--- config.mk ---
export PLATFORM = sky130hd
export DESIGN_NAME = mft_init_ctrl
export DESIGN_NICKNAME = d
export VERILOG_FILES = /design/src/core/mft_pkg.sv /design/src/core/mft_wr_port.sv /design/src/core/mft_init_ctrl.sv
export SDC_FILE = /design/constraint.sdc
export NUM_CORES = 1
export LEC_CHECK = 0
export ABC_CLOCK_PERIOD_IN_PS = 6000
export BUFFER_PORTS_ARGS = -buffer_cell sky130_fd_sc_hd__buf_2
export CAP_MARGIN = 20
export CORE_MARGIN = 4
export CORE_UTILIZATION = 47
export CTS_CLUSTER_DIAMETER = 150
export DETAILED_ROUTE_END_ITERATION = 10
export PLACE_DENSITY_LB_ADDON = 0.05
export SYNTH_ARGS = -nofsm -noshare
export SYNTH_HDL_FRONTEND = slang
export SYNTH_SLANG_ARGS = --single-unit
export TNS_END_PERCENT = 5
--- constraint.sdc ---
create_clock -name clk_sys -period 6 [get_ports clk_sys]
set_clock_uncertainty 0.05 [all_clocks]
set_input_delay 0.6 -clock clk_sys [delete_from_list [all_inputs] [get_ports clk_sys]]
set_output_delay 0.6 -clock clk_sys [all_outputs]
set_load 0.1 [all_outputs]
--- src/core/mft_pkg.sv ---
/*
  Constants, carriers and helper functions for the multi_function_timer host sequencer.
  Assumes the timer's registers are reached by byte writes at the indexes below.
*/
package mft_pkg;
  localparam int         NCH            = 5;
  // Register indexes on the device write port
  localparam logic [7:0] ADDR_START     = 8'h00;
  localparam logic [7:0] ADDR_OUT_EN    = 8'h01;
  localparam logic [7:0] ADDR_OUT_CTRL  = 8'h02;
  localparam logic [7:0] ADDR_MODE_BASE = 8'h10;
  localparam logic [7:0] ADDR_IOC_BASE  = 8'h20;
  localparam logic [7:0] ADDR_IRQ_BASE  = 8'h30;
  // Mode field codes, buffer bits sit above them
  localparam logic [2:0] MODE_NORMAL    = 3'h0;
  localparam logic [2:0] MODE_PULSE1    = 3'h2;
  localparam logic [2:0] MODE_PULSE2    = 3'h3;
  localparam logic [2:0] MODE_PHASE     = 3'h4;
  localparam logic [2:0] MODE_COMPL     = 3'h5;
  localparam logic [2:0] MODE_RSYNC     = 3'h6;
  localparam logic [2:0] MODE_RESET     = MODE_NORMAL;
  localparam int         MODE_BUF_LSB   = 4;
  localparam logic [7:0] IOC_LOW_INIT   = 8'h11;
  localparam logic [7:0] IOC_IDLE       = 8'h00;
  localparam logic [7:0] OUT_EN_ALL     = 8'h3F;
  localparam logic [7:0] OUT_EN_NONE    = 8'h00;
  localparam logic [7:0] IRQ_CD_MASK    = 8'h0C;
  localparam logic [7:0] IRQ_NONE       = 8'h00;
  localparam logic [4:0] CH_NONE        = 5'h00;
  localparam logic [4:0] CH_PAIR        = 5'h18;

  typedef struct packed {
    logic [2:0] chan;
    logic [2:0] mode;
    logic [1:0] buf_cd;
    logic [7:0] io_init;
    logic [7:0] out_ctrl;
    logic [7:0] irq_en;
  } mft_cmd_t;

  typedef struct packed {
    logic [7:0] addr;
    logic [7:0] data;
  } mft_wr_t;

  function automatic logic mft_is_pair(input logic [2:0] m);
    return (m == MODE_COMPL) || (m == MODE_RSYNC);
  endfunction

  function automatic logic mft_mode_ok(input logic [2:0] ch, input logic [2:0] m);
    if (ch > 3'h4) return 1'b0;
    else if (m == MODE_NORMAL || m == MODE_PULSE1) return 1'b1;
    else if (m == MODE_PULSE2) return ch <= 3'h2;
    else if (m == MODE_PHASE) return ch == 3'h1 || ch == 3'h2;
    else if (mft_is_pair(m)) return ch >= 3'h3;
    else return 1'b0;
  endfunction

  function automatic logic mft_trans_ok(input logic [2:0] from, input logic [2:0] to);
    logic far_from;
    logic far_to;
    far_from = (from == MODE_PULSE2) || (from == MODE_PHASE);
    far_to   = (to == MODE_PULSE2) || (to == MODE_PHASE);
    return !((far_from && mft_is_pair(to)) || (mft_is_pair(from) && far_to));
  endfunction

  function automatic logic [4:0] mft_ch_mask(input logic [2:0] ch, input logic pair);
    if (pair) return CH_PAIR;
    else return 5'(5'h01 << ch);
  endfunction
endpackage

--- src/core/mft_wr_port.sv ---
/*
  Holding stage for one register write toward the timer.
  Assumes the timer takes a write when dev_wr_valid and dev_wr_ready are both high.
*/
`timescale 1ns/1ps
module mft_wr_port
  import mft_pkg::*;
(
  input  wire logic    clk_sys,
  input  wire logic    reset,
  input  wire logic    wr_go,
  input  mft_wr_t      wr_in,
  output logic         wr_busy,
  output logic         dev_wr_valid,
  output mft_wr_t      dev_wr,
  input  wire logic    dev_wr_ready
);
  // ==========================================================
  // Pending write
  always_ff @(posedge clk_sys or posedge reset) begin
    if (reset) begin
      dev_wr_valid <= 1'b0;
    end else if (wr_go && !dev_wr_valid) begin
      dev_wr_valid <= 1'b1;
    end else if (dev_wr_ready) begin
      dev_wr_valid <= 1'b0;
    end
  end

  always_ff @(posedge clk_sys or posedge reset) begin
    if (reset) begin
      dev_wr <= '0;
    end else if (wr_go && !dev_wr_valid) begin
      dev_wr <= wr_in;
    end
  end

  assign wr_busy = dev_wr_valid;
endmodule // mft_wr_port

--- src/core/mft_init_ctrl.sv ---
/*
  Host sequencer that cuts, re-initialises and restarts timer channels on command.
  Assumes the timer's register write port, its pin function mux and port drivers outside.
*/
`timescale 1ns/1ps
module mft_init_ctrl
  import mft_pkg::*;
(
  input  wire logic       clk_sys,
  input  wire logic       reset,
  input  wire logic       cmd_valid,
  input  mft_cmd_t        cmd,
  output logic            cmd_ready,
  output logic            cmd_done,
  output logic            cmd_reject,
  input  wire logic       error_in,
  input  wire logic [4:0] active_low,
  input  wire logic       standby_req,
  output logic            standby_en,
  output logic [4:0]      pin_timer_sel,
  output logic [4:0]      port_level,
  output logic            dev_wr_valid,
  output mft_wr_t         dev_wr,
  input  wire logic       dev_wr_ready
);
  typedef enum {
    S_IDLE, S_CUT, S_STOP, S_PRE_MODE, S_OE_ON, S_IOC, S_IOC_ZERO, S_OE_OFF,
    S_OCR, S_IRQ_OFF, S_MODE, S_OE_ON2, S_SELECT, S_START, S_IRQ_ALL, S_STBY
  } mft_state_t;

  mft_state_t state;
  mft_state_t next_state;
  mft_cmd_t   cur;
  logic [2:0] ch_mode [NCH];
  logic [4:0] run_mask;
  logic [2:0] idx;
  logic       pair;
  logic       need_norm;
  logic [4:0] chm;
  logic       wr_go;
  logic       wr_busy;
  mft_wr_t    wr_req;
  logic       accept;
  logic       legal;
  logic       last_idx;

  assign pair      = mft_is_pair(cur.mode);
  assign need_norm = pair || cur.mode == MODE_PULSE1 || cur.mode == MODE_PULSE2
                     || cur.buf_cd != 2'b00;
  assign chm       = mft_ch_mask(cur.chan, pair);
  assign legal     = mft_mode_ok(cmd.chan, cmd.mode)
                     && mft_trans_ok(ch_mode[cmd.chan], cmd.mode);
  assign cmd_ready = state == S_IDLE && !standby_req;
  assign accept    = cmd_valid && cmd_ready;
  assign port_level = active_low;
  assign last_idx  = pair ? (idx == 3'h3) : (idx == 3'h1);

  // ==========================================================
  // Write selection and next state
  always_comb begin
    wr_go      = 1'b0;
    wr_req     = '0;
    next_state = state;
    case (state)
      S_IDLE: begin
        if (standby_req && !standby_en) next_state = S_IRQ_ALL;
        else if (accept && legal) next_state = S_CUT;
      end
      S_CUT: next_state = S_STOP;
      S_STOP: begin
        wr_go      = 1'b1;
        wr_req     = '{ADDR_START, {3'b000, run_mask & ~chm}};
        next_state = S_PRE_MODE;
      end
      S_PRE_MODE: begin
        wr_go      = 1'b1;
        wr_req     = '{ADDR_MODE_BASE + 8'(cur.chan),
                       need_norm ? {5'b0, MODE_NORMAL} : {5'b0, cur.mode}};
        next_state = (cur.chan >= 3'h3) ? S_OE_ON : S_IOC;
      end
      S_OE_ON: begin
        wr_go      = 1'b1;
        wr_req     = '{ADDR_OUT_EN, OUT_EN_ALL};
        next_state = S_IOC;
      end
      S_IOC: begin
        wr_go  = 1'b1;
        wr_req = pair ? mft_wr_t'{ADDR_IOC_BASE + 8'h06 + 8'(idx), IOC_LOW_INIT}
                      : mft_wr_t'{ADDR_IOC_BASE + {4'b0, cur.chan, 1'b0} + 8'(idx), cur.io_init};
        if (last_idx) next_state = pair ? S_IOC_ZERO
                                        : (need_norm ? S_IRQ_OFF : S_SELECT);
      end
      S_IOC_ZERO: begin
        wr_go  = 1'b1;
        wr_req = '{ADDR_IOC_BASE + 8'h06 + 8'(idx), IOC_IDLE};
        if (last_idx) next_state = S_OE_OFF;
      end
      S_OE_OFF: begin
        wr_go      = 1'b1;
        wr_req     = '{ADDR_OUT_EN, OUT_EN_NONE};
        next_state = S_OCR;
      end
      S_OCR: begin
        wr_go      = 1'b1;
        wr_req     = '{ADDR_OUT_CTRL, cur.out_ctrl};
        next_state = S_IRQ_OFF;
      end
      S_IRQ_OFF: begin
        wr_go      = 1'b1;
        wr_req     = '{ADDR_IRQ_BASE + 8'(cur.chan),
                       cur.buf_cd != 2'b00 ? (cur.irq_en & ~IRQ_CD_MASK) : cur.irq_en};
        next_state = S_MODE;
      end
      S_MODE: begin
        wr_go      = 1'b1;
        wr_req     = '{ADDR_MODE_BASE + 8'(cur.chan),
                       {2'b00, cur.buf_cd, 1'b0, cur.mode}};
        next_state = pair ? S_OE_ON2 : S_SELECT;
      end
      S_OE_ON2: begin
        wr_go      = 1'b1;
        wr_req     = '{ADDR_OUT_EN, OUT_EN_ALL};
        next_state = S_SELECT;
      end
      S_SELECT: if (!wr_busy) next_state = S_START;
      S_START: begin
        wr_go      = 1'b1;
        wr_req     = '{ADDR_START, {3'b000, run_mask | chm}};
        next_state = S_IDLE;
      end
      S_IRQ_ALL: begin
        wr_go      = 1'b1;
        wr_req     = '{ADDR_IRQ_BASE + 8'(idx), IRQ_NONE};
        if (idx == 3'(NCH - 1)) next_state = S_STBY;
      end
      S_STBY: if (!wr_busy) next_state = S_IDLE;
      default: next_state = S_IDLE;
    endcase
    if (wr_go && wr_busy) next_state = state;
  end

  // ==========================================================
  // Sequencer state
  always_ff @(posedge clk_sys or posedge reset) begin
    if (reset) state <= S_IDLE;
    else       state <= next_state;
  end

  always_ff @(posedge clk_sys or posedge reset) begin
    if (reset) begin
      idx <= 3'h0;
    end else if (state != next_state) begin
      idx <= 3'h0;
    end else if (wr_go && !wr_busy) begin
      idx <= idx + 3'h1;
    end
  end

  always_ff @(posedge clk_sys or posedge reset) begin
    if (reset) cur <= '0;
    else if (accept) cur <= cmd;
  end

  // Shadow of each channel's mode, normal after reset
  always_ff @(posedge clk_sys or posedge reset) begin
    if (reset) begin
      for (int i = 0; i < NCH; i++) ch_mode[i] <= MODE_RESET;
    end else if (state == S_START && !wr_busy) begin
      for (int i = 0; i < NCH; i++) begin
        if (chm[i]) ch_mode[i] <= cur.mode;
      end
    end
  end

  always_ff @(posedge clk_sys or posedge reset) begin
    if (reset) begin
      run_mask <= CH_NONE;
    end else if (wr_go && !wr_busy && state == S_STOP) begin
      run_mask <= run_mask & ~chm;
    end else if (wr_go && !wr_busy && state == S_START) begin
      run_mask <= run_mask | chm;
    end
  end

  // Pin mux: port until initialised, cut at once on error
  always_ff @(posedge clk_sys or posedge reset) begin
    if (reset) begin
      pin_timer_sel <= CH_NONE;
    end else if (error_in) begin
      pin_timer_sel <= CH_NONE;
    end else if (state == S_CUT) begin
      pin_timer_sel <= pin_timer_sel & ~chm;
    end else if (state == S_SELECT && !wr_busy) begin
      pin_timer_sel <= pin_timer_sel | chm;
    end
  end

  always_ff @(posedge clk_sys or posedge reset) begin
    if (reset) begin
      standby_en <= 1'b0;
    end else if (state == S_STBY && !wr_busy) begin
      standby_en <= 1'b1;
    end else if (!standby_req) begin
      standby_en <= 1'b0;
    end
  end

  always_ff @(posedge clk_sys or posedge reset) begin
    if (reset) begin
      cmd_done   <= 1'b0;
      cmd_reject <= 1'b0;
    end else begin
      cmd_done   <= state == S_START && !wr_busy;
      cmd_reject <= accept && !legal && !(standby_req && !standby_en);
    end
  end

  mft_wr_port u_wr_port (
    .clk_sys      (clk_sys),
    .reset        (reset),
    .wr_go        (wr_go),
    .wr_in        (wr_req),
    .wr_busy      (wr_busy),
    .dev_wr_valid (dev_wr_valid),
    .dev_wr       (dev_wr),
    .dev_wr_ready (dev_wr_ready)
  );

  // ==========================================================
  // Checks
  logic oe_on_seen;
  logic low_seen;
  logic ocr_seen;
  logic irq_seen;

  always_ff @(posedge clk_sys or posedge reset) begin
    if (reset) begin
      oe_on_seen <= 1'b0;
      low_seen   <= 1'b0;
      ocr_seen   <= 1'b0;
      irq_seen   <= 1'b0;
    end else if (state == S_IDLE) begin
      oe_on_seen <= 1'b0;
      low_seen   <= 1'b0;
      ocr_seen   <= 1'b0;
      irq_seen   <= standby_en ? irq_seen : 1'b0;
    end else if (wr_go && !wr_busy) begin
      if (state == S_OE_ON) oe_on_seen <= 1'b1;
      if (state == S_IOC && last_idx) low_seen <= 1'b1;
      if (state == S_OCR) ocr_seen <= 1'b1;
      if (state == S_IRQ_OFF || (state == S_IRQ_ALL && idx == 3'(NCH - 1))) irq_seen <= 1'b1;
    end
  end
endmodule // mft_init_ctrl

# [After elaboration in Yosys (flattened, before gate mapping)]
# Index checks and enable logic that the tools add are counted.
[op_classes] n_addsub=7 n_lt_le_gt_ge=5 eq_ne=40 shift=1 n_bitwise=6 mux=39 n_reduce_logical=48
[ops] op="32-bit case mux with 15 select lines" n=1
[ops] op="32-bit by 4-bit equality test with 1-bit output (second input constant)" n=8
[ops] op="32-bit 2-to-1 mux" n=8
[ops] op="16-bit case mux with 11 select lines" n=1
[ops] op="32-bit by 3-bit equality test with 1-bit output (second input constant)" n=5
[ops] op="32-bit by 2-bit equality test with 1-bit output (second input constant)" n=3
[ops] op="32-bit by 5-bit equality test with 1-bit output (second input constant)" n=3
[ops] op="32-bit zero test" n=2
[ops] op="32-bit by 1-bit equality test with 1-bit output (second input constant)" n=1
[ops] op="32-bit inequality test" n=1
[ops] op="5-bit 2-to-1 mux" n=6
[ops] op="3-bit equality test (second input constant)" n=9
[ops] op="6-bit by 3-bit adder with 7-bit output (first input constant)" n=3
[ops] op="3-bit by 2-bit equality test with 1-bit output (second input constant)" n=7
[ops] op="3-bit 2-to-1 mux" n=7
[ops] op="1-bit logical AND" n=16
[ops] op="16-bit 2-to-1 mux" n=1
[ops] op="1-bit 2-to-1 mux" n=12
[ops] op="12-bit OR reduction" n=1
[ops] op="1-bit logical OR" n=11
[ops] op="5-bit bitwise AND" n=2
[ops] op="5-bit bitwise OR" n=2
[ops] op="2-bit AND reduction" n=5
[ops] op="3-bit binary-select mux with 3-bit select" n=1
[ops] op="19 further kinds" n=30
[word_totals] register_bits=112 out_inout_bits=31 input_bits=43 wordCells=167

# [Logic depth before layout (Yosys ltp)]
[depth] ltp_word=17 depth_mapped=10

# [By module]
# Synthesis repeated with hierarchy kept, for this count alone.
[hier_totals] hier_cells=512 area_unflattened_um2=5775.5
[by_module_without_submodules] mod="mft_init_ctrl" n_inst=1 seq_area_each_um2=2377.3 area_per_inst_um2=5072.4 cells_each=472
[by_module_without_submodules] mod="mft_wr_port" n_inst=1 seq_area_each_um2=425.4 area_per_inst_um2=703.2 cells_each=40

# [Worst setup path after synthesis]
# OpenSTA, ideal clock, no wires.
[synth_path] path_kind="reg-to-output" start="register state[15]" end="output cmd_ready" arrival_time_ns=2.796 n_path_buf=1 t_required_ns=5.350 path_stages_with_launch=8 path_slack_ns=2.554 cell_sequence="dfrtp_1 -> nor4_1 -> nand2_1 -> or3_4 -> clkbuf_1 -> nor3_1 -> nand2_1 -> nor2_1"
[synth_via] elab_chain_cells=2
[synth_rtl] item="from (decl)" line="mft_init_ctrl.sv:31" rtl="mft_state_t state;"
[synth_rtl] item="from (signal assigned)" line="mft_init_ctrl.sv:146" rtl="else state <= next_state;"
[synth_rtl] item="32-bit zero test"
[synth_rtl] item="1-bit logical AND" line="mft_init_ctrl.sv:53" rtl="assign cmd_ready = state == S_IDLE && !standby_req;"
[synth_rtl] item="to (decl)" line="mft_init_ctrl.sv:13" rtl="output logic cmd_ready,"
# No other way between the ends.

# [Worst setup path after layout]
[layout_path] start="register state[27]" end="output cmd_ready"
# The elaborated chain is that of the path after synthesis.

==> impl_metrics.prom <==
# TYPE chip_impl_metric gauge
chip_impl_info{name="outcome",value="complete, no violations"} 1
chip_impl_metric{name="synthesized_area_divided_by_synthesized_cell_count",unit="um2"} 10.3
chip_impl_metric{name="cts.reportedPaths.clkPinSlew",unit="ns"} 0.07
chip_impl_metric{name="setup_violations",unit=""} 0
chip_impl_metric{name="clock_tree_buf_depth",unit=""} 2
chip_impl_metric{name="grt_max_degree",unit=""} 60
chip_impl_metric{name="vias_per_cell",unit=""} 5.65
chip_impl_metric{name="drt-wirelength-per-cell",unit="um"} 18.0
chip_impl_metric{name="cts_htree_levels",unit=""} 3
chip_impl_metric{name="dieWidth",unit="um"} 117
chip_impl_metric{name="die_h",unit="um"} 117
chip_impl_info{name="ys.flop_type",value="sky130_fd_sc_hd__dfrtp_1"} 1
chip_impl_metric{name="synthesis.instances",unit=""} 535
chip_impl_metric{name="globalRouteOverflowTotal",unit=""} 0
chip_impl_metric{name="antenna_violations_before_repair",unit=""} 0
chip_impl_info{name="crit_path_start_kind",value="register"} 1
chip_impl_metric{name="floorplan.rows",unit=""} 39
chip_impl_metric{name="timing.final.crit_share",unit="%"} 55.2
chip_impl_metric{name="post_route_cells_drive_above_1_share",unit="%"} 22.4
chip_impl_info{name="buffer_cell_driving_the_clock_tree_root",value="sky130_fd_sc_hd__clkbuf_16"} 1
chip_impl_metric{name="cts_resized",unit=""} 0
chip_impl_metric{name="synth_edf_count",unit=""} 0
chip_impl_metric{name="synth_cell_types",unit=""} 57
chip_impl_metric{name="placement.io_buffers",unit=""} 61
chip_impl_metric{name="dp.final_hpwl",unit="um"} 9740
chip_impl_metric{name="drt_pass1_iterations",unit=""} 5
chip_impl_metric{name="global_route_wire_length_before_repair",unit="um"} 21900
chip_impl_metric{name="finish.instance_area",unit="mm2"} 0.00627
chip_impl_metric{name="finalWeightedCongestion",unit=""} 0.974
chip_impl_metric{name="via_count",unit=""} 4241
chip_impl_metric{name="drt_first_iter_violations",unit=""} 255
chip_impl_metric{name="synth.yosys.seq_area_share",unit="%"} 49.8
chip_impl_metric{name="n_antenna_cell",unit=""} 0
chip_impl_metric{name="synthArstFlopShare",unit="%"} 100
chip_impl_metric{name="drv_slew",unit=""} 0
chip_impl_metric{name="route.final.wire_length",unit="um"} 13500
chip_impl_metric{name="design.portCount",unit=""} 74
chip_impl_metric{name="power",unit="W"} 0.00151
chip_impl_metric{name="synth_seq_cells",unit=""} 110
chip_impl_metric{name="route.detailed.drc",unit=""} 0
chip_impl_metric{name="core_area",unit="mm2"} 0.0115
chip_impl_metric{name="rrSetupSlack",unit="ns"} 2.92
chip_impl_metric{name="post_cts_buffers",unit=""} 0
chip_impl_metric{name="power_leakage",unit="nW"} 2.99
chip_impl_metric{name="critPathArrivalTime",unit="ns"} 2.66
chip_impl_info{name="hp-class",value="in -> async"} 1
chip_impl_metric{name="cts_buffers",unit=""} 9
chip_impl_metric{name="max-slew-margin-rel",unit="%"} 34.7
chip_impl_info{name="crit_type",value="reg -> out"} 1
chip_impl_metric{name="cts-hold-fix-buffers",unit=""} 0
chip_impl_metric{name="finish.net_count",unit=""} 651
chip_impl_metric{name="grt_pass1_vias",unit=""} 4304
chip_impl_metric{name="hold_viol_final",unit=""} 0
chip_impl_metric{name="area_delta_synth_final",unit="%"} 13.4
chip_impl_metric{name="rr_worst_depth",unit=""} 8
chip_impl_metric{name="ir_worst_vdd",unit="mV"} 0.240
chip_impl_metric{name="critPathRequiredTime",unit="ns"} 5.35
chip_impl_info{name="grt_setup_unrepaired",value="no"} 1
chip_impl_metric{name="fmax",unit="GHz"} 0.302
chip_impl_info{name="regToRegEndpoint",value="idx[2]$_DFFE_PP0P_"} 1
chip_impl_metric{name="floorplan.initialDensity",unit="%"} 48.2
chip_impl_metric{name="clock_latency",unit="ns"} 0.35
chip_impl_metric{name="cts_num_sinks",unit=""} 110
chip_impl_metric{name="fp.dieArea",unit="mm2"} 0.0136
chip_impl_metric{name="yosys_warnings",unit=""} 0
chip_impl_metric{name="final_core_utilization",unit="%"} 54.7
chip_impl_metric{name="period_minus_slack",unit="ns"} 3.31
chip_impl_metric{name="place_area",unit="mm2"} 0.00595
chip_impl_metric{name="path_max_fanout",unit=""} 23
chip_impl_metric{name="globalRouteTotalUtil",unit="%"} 21.1
chip_impl_metric{name="cap_viol_max_count",unit=""} 0
chip_impl_metric{name="finalHoldWorstSlack",unit="ns"} 0.317
chip_impl_info{name="critPathCaptureType",value="output pin"} 1
chip_impl_metric{name="postRouteAntennaNets",unit=""} 0
chip_impl_metric{name="setup_total_negative_slack",unit="ns"} 0
chip_impl_metric{name="worstMarginPinSlew",unit="ns"} 0.966
chip_impl_metric{name="syn-cell-area",unit="mm2"} 0.00553
chip_impl_info{name="worstReg2RegStart",value="state[0]$_DFF_PP0_"} 1
chip_impl_metric{name="p_per_cell_area",unit="mW/mm2"} 240
chip_impl_info{name="cts_tree",value="yes"} 1
[how the worst max path moves through the flow]
stage                                    from                         end  cells after the start
after global routing      state[19]$_DFF_PP0_                   cmd_ready                      7
after global placement                cmd[29]          idx[1]$_DFFE_PP0P_                      8
after CTS                 state[12]$_DFF_PP0_                   cmd_ready                      7
after floorplan                         reset  asynchronous set/reset pin                      1
after detailed placement              cmd[29]          idx[1]$_DFFE_PP0P_                      8
final                     state[27]$_DFF_PP0_                   cmd_ready                      7
[metal layers]
metal | vias to the layer above | track usage [%] | wire length [um]
met5 | - | 0 | 0
met4 | 0 | 9.36 | 401
met3 | 31 | 5.08 | 781
met2 | 157 | 34.9 | 6740
met1 | 2044 | 26.3 | 5620
li1 | 2009 | - | -
[cell type report]
class                      count  area, um2
tap                          143        179
clock inverter                 6       83.8
clock buffer                  10        239
timing repair buffer          64        328
fill                        1020       5190
inverter                      14       55.1
multi-input combinational    403       2640
sequential                   110       2750
[metrics by stage]
step                      setup slack, ns  std cells
after floorplan                      2.45        564
after global placement               2.81        734
after detailed placement             2.77        734
after CTS                            2.67        750
after global routing                 2.59        750
final                                2.69        750
[kinds of logic (layout without fill, tap and decap cells)]
family | after synthesis | after routing | share of synthesized area (%)
AND/OR/NAND/NOR | 172 | 172 | 14.7
AO/OA/AOI/OAI | 131 | 131 | 15.0
flip-flops | 110 | 110 | 49.8
multiplexers | 56 | 56 | 13.2
buffers and inverters | 51 | 94 | 4.55
adder cells (fa/ha/maj) | 8 | 8 | 1.85
XOR/XNOR | 6 | 6 | 0.950
other | 1 | 30 | 0.0678
[layout by cell type, fill, tap and decap left out, types with 6 or more instances in the layout]
cell type	synthesis	routed
sky130_fd_sc_hd__clkbuf_16	0	9
sky130_fd_sc_hd__inv_1	14	13
sky130_fd_sc_hd__o21ai_0	25	25
sky130_fd_sc_hd__a211oi_1	7	7
sky130_fd_sc_hd__conb_1	1	30
sky130_fd_sc_hd__o22ai_1	8	8
sky130_fd_sc_hd__mux2_2	22	22
sky130_fd_sc_hd__dfrtp_1	110	110
sky130_fd_sc_hd__a22oi_1	7	7
sky130_fd_sc_hd__nor4_1	10	10
sky130_fd_sc_hd__a221oi_1	6	6
sky130_fd_sc_hd__nor3_1	14	14
sky130_fd_sc_hd__nand2_1	58	58
sky130_fd_sc_hd__nand2b_1	12	12
sky130_fd_sc_hd__nand3_1	6	6
sky130_fd_sc_hd__a21oi_1	44	44
sky130_fd_sc_hd__mux2_4	28	28
sky130_fd_sc_hd__mux2i_1	6	6
sky130_fd_sc_hd__buf_2	3	61
sky130_fd_sc_hd__nor2b_1	6	6
sky130_fd_sc_hd__nor2_1	49	49
[cells in the mapped netlist, types with 2 or more instances]
| cell type | count | area share, % |
|---|---|---|
| sky130_fd_sc_hd__nand2b_1 | 12 | 1.4 |
| sky130_fd_sc_hd__mux2_4 | 28 | 7.6 |
| sky130_fd_sc_hd__nor4b_1 | 2 | 0.32 |
| sky130_fd_sc_hd__maj3_1 | 2 | 0.36 |
| sky130_fd_sc_hd__a21boi_0 | 2 | 0.27 |
| sky130_fd_sc_hd__xnor2_1 | 4 | 0.63 |
| sky130_fd_sc_hd__o41ai_1 | 2 | 0.32 |
| sky130_fd_sc_hd__nor2b_1 | 6 | 0.68 |
| sky130_fd_sc_hd__mux2_2 | 22 | 4.5 |
| sky130_fd_sc_hd__ha_1 | 5 | 1.1 |
| sky130_fd_sc_hd__buf_6 | 4 | 0.81 |
| sky130_fd_sc_hd__a211oi_1 | 7 | 0.95 |
| sky130_fd_sc_hd__o22ai_1 | 8 | 0.90 |
| sky130_fd_sc_hd__nor3b_1 | 2 | 0.27 |
| sky130_fd_sc_hd__xor2_1 | 2 | 0.32 |
| sky130_fd_sc_hd__a31oi_1 | 4 | 0.45 |
| sky130_fd_sc_hd__nand2_1 | 58 | 3.9 |
| sky130_fd_sc_hd__buf_2 | 3 | 0.27 |
| sky130_fd_sc_hd__o21bai_1 | 3 | 0.41 |
| sky130_fd_sc_hd__clkbuf_1 | 21 | 1.4 |
| sky130_fd_sc_hd__nor2_1 | 49 | 3.3 |
| sky130_fd_sc_hd__mux2i_1 | 6 | 1.1 |
| sky130_fd_sc_hd__o31ai_1 | 2 | 0.27 |
| sky130_fd_sc_hd__inv_1 | 14 | 0.95 |
| sky130_fd_sc_hd__o21ai_0 | 25 | 2.3 |
| sky130_fd_sc_hd__o221ai_1 | 4 | 0.63 |
| sky130_fd_sc_hd__dfrtp_1 | 110 | 50 |
| sky130_fd_sc_hd__and3_1 | 2 | 0.23 |
| sky130_fd_sc_hd__o32ai_1 | 2 | 0.32 |
| sky130_fd_sc_hd__nor3_1 | 14 | 1.3 |
| sky130_fd_sc_hd__a22oi_1 | 7 | 0.95 |
| sky130_fd_sc_hd__nor4_1 | 10 | 1.1 |
| sky130_fd_sc_hd__and2_1 | 5 | 0.57 |
| sky130_fd_sc_hd__buf_4 | 7 | 0.95 |
| sky130_fd_sc_hd__o211ai_1 | 2 | 0.27 |
| sky130_fd_sc_hd__a21oi_1 | 44 | 4.0 |
| sky130_fd_sc_hd__buf_1 | 2 | 0.14 |
| sky130_fd_sc_hd__a221oi_1 | 6 | 0.95 |
| sky130_fd_sc_hd__nand3_1 | 6 | 0.54 |
| sky130_fd_sc_hd__a311o_1 | 2 | 0.36 |
| sky130_fd_sc_hd__a2111oi_0 | 3 | 0.47 |
[where the power goes]
group | total, W | switching (W) | leakage [nW] | internal, W
Combinational | 0.0000967 | 0.0000619 | 1.38 | 0.0000348
Sequential | 0.000773 | 0.0000134 | 1.45 | 0.000760
Clock | 0.000636 | 0.000290 | 0.158 | 0.000346
[sequential cells by signal, summed over array words and instances (netlist names), named ones only]
name	count
idx	3
cmd_done	1
pin_timer_sel	5
state	32
u_wr_port.dev_wr	14
u_wr_port.dev_wr_valid	1
standby_en	1
ch_mode	15
cur	32
cmd_reject	1
[critical path: stages (launching register included)]
cell and delay (ns):
sky130_fd_sc_hd__dfrtp_1 0.36, sky130_fd_sc_hd__nor4_1 0.33, sky130_fd_sc_hd__nand3_1 0.14, sky130_fd_sc_hd__or3_4 0.49
sky130_fd_sc_hd__nor3_1 0.28, sky130_fd_sc_hd__nand2_1 0.14, sky130_fd_sc_hd__nor2_1 0.11, sky130_fd_sc_hd__buf_2 0.43
No activity file was read; power rests on OpenSTA's default activity.
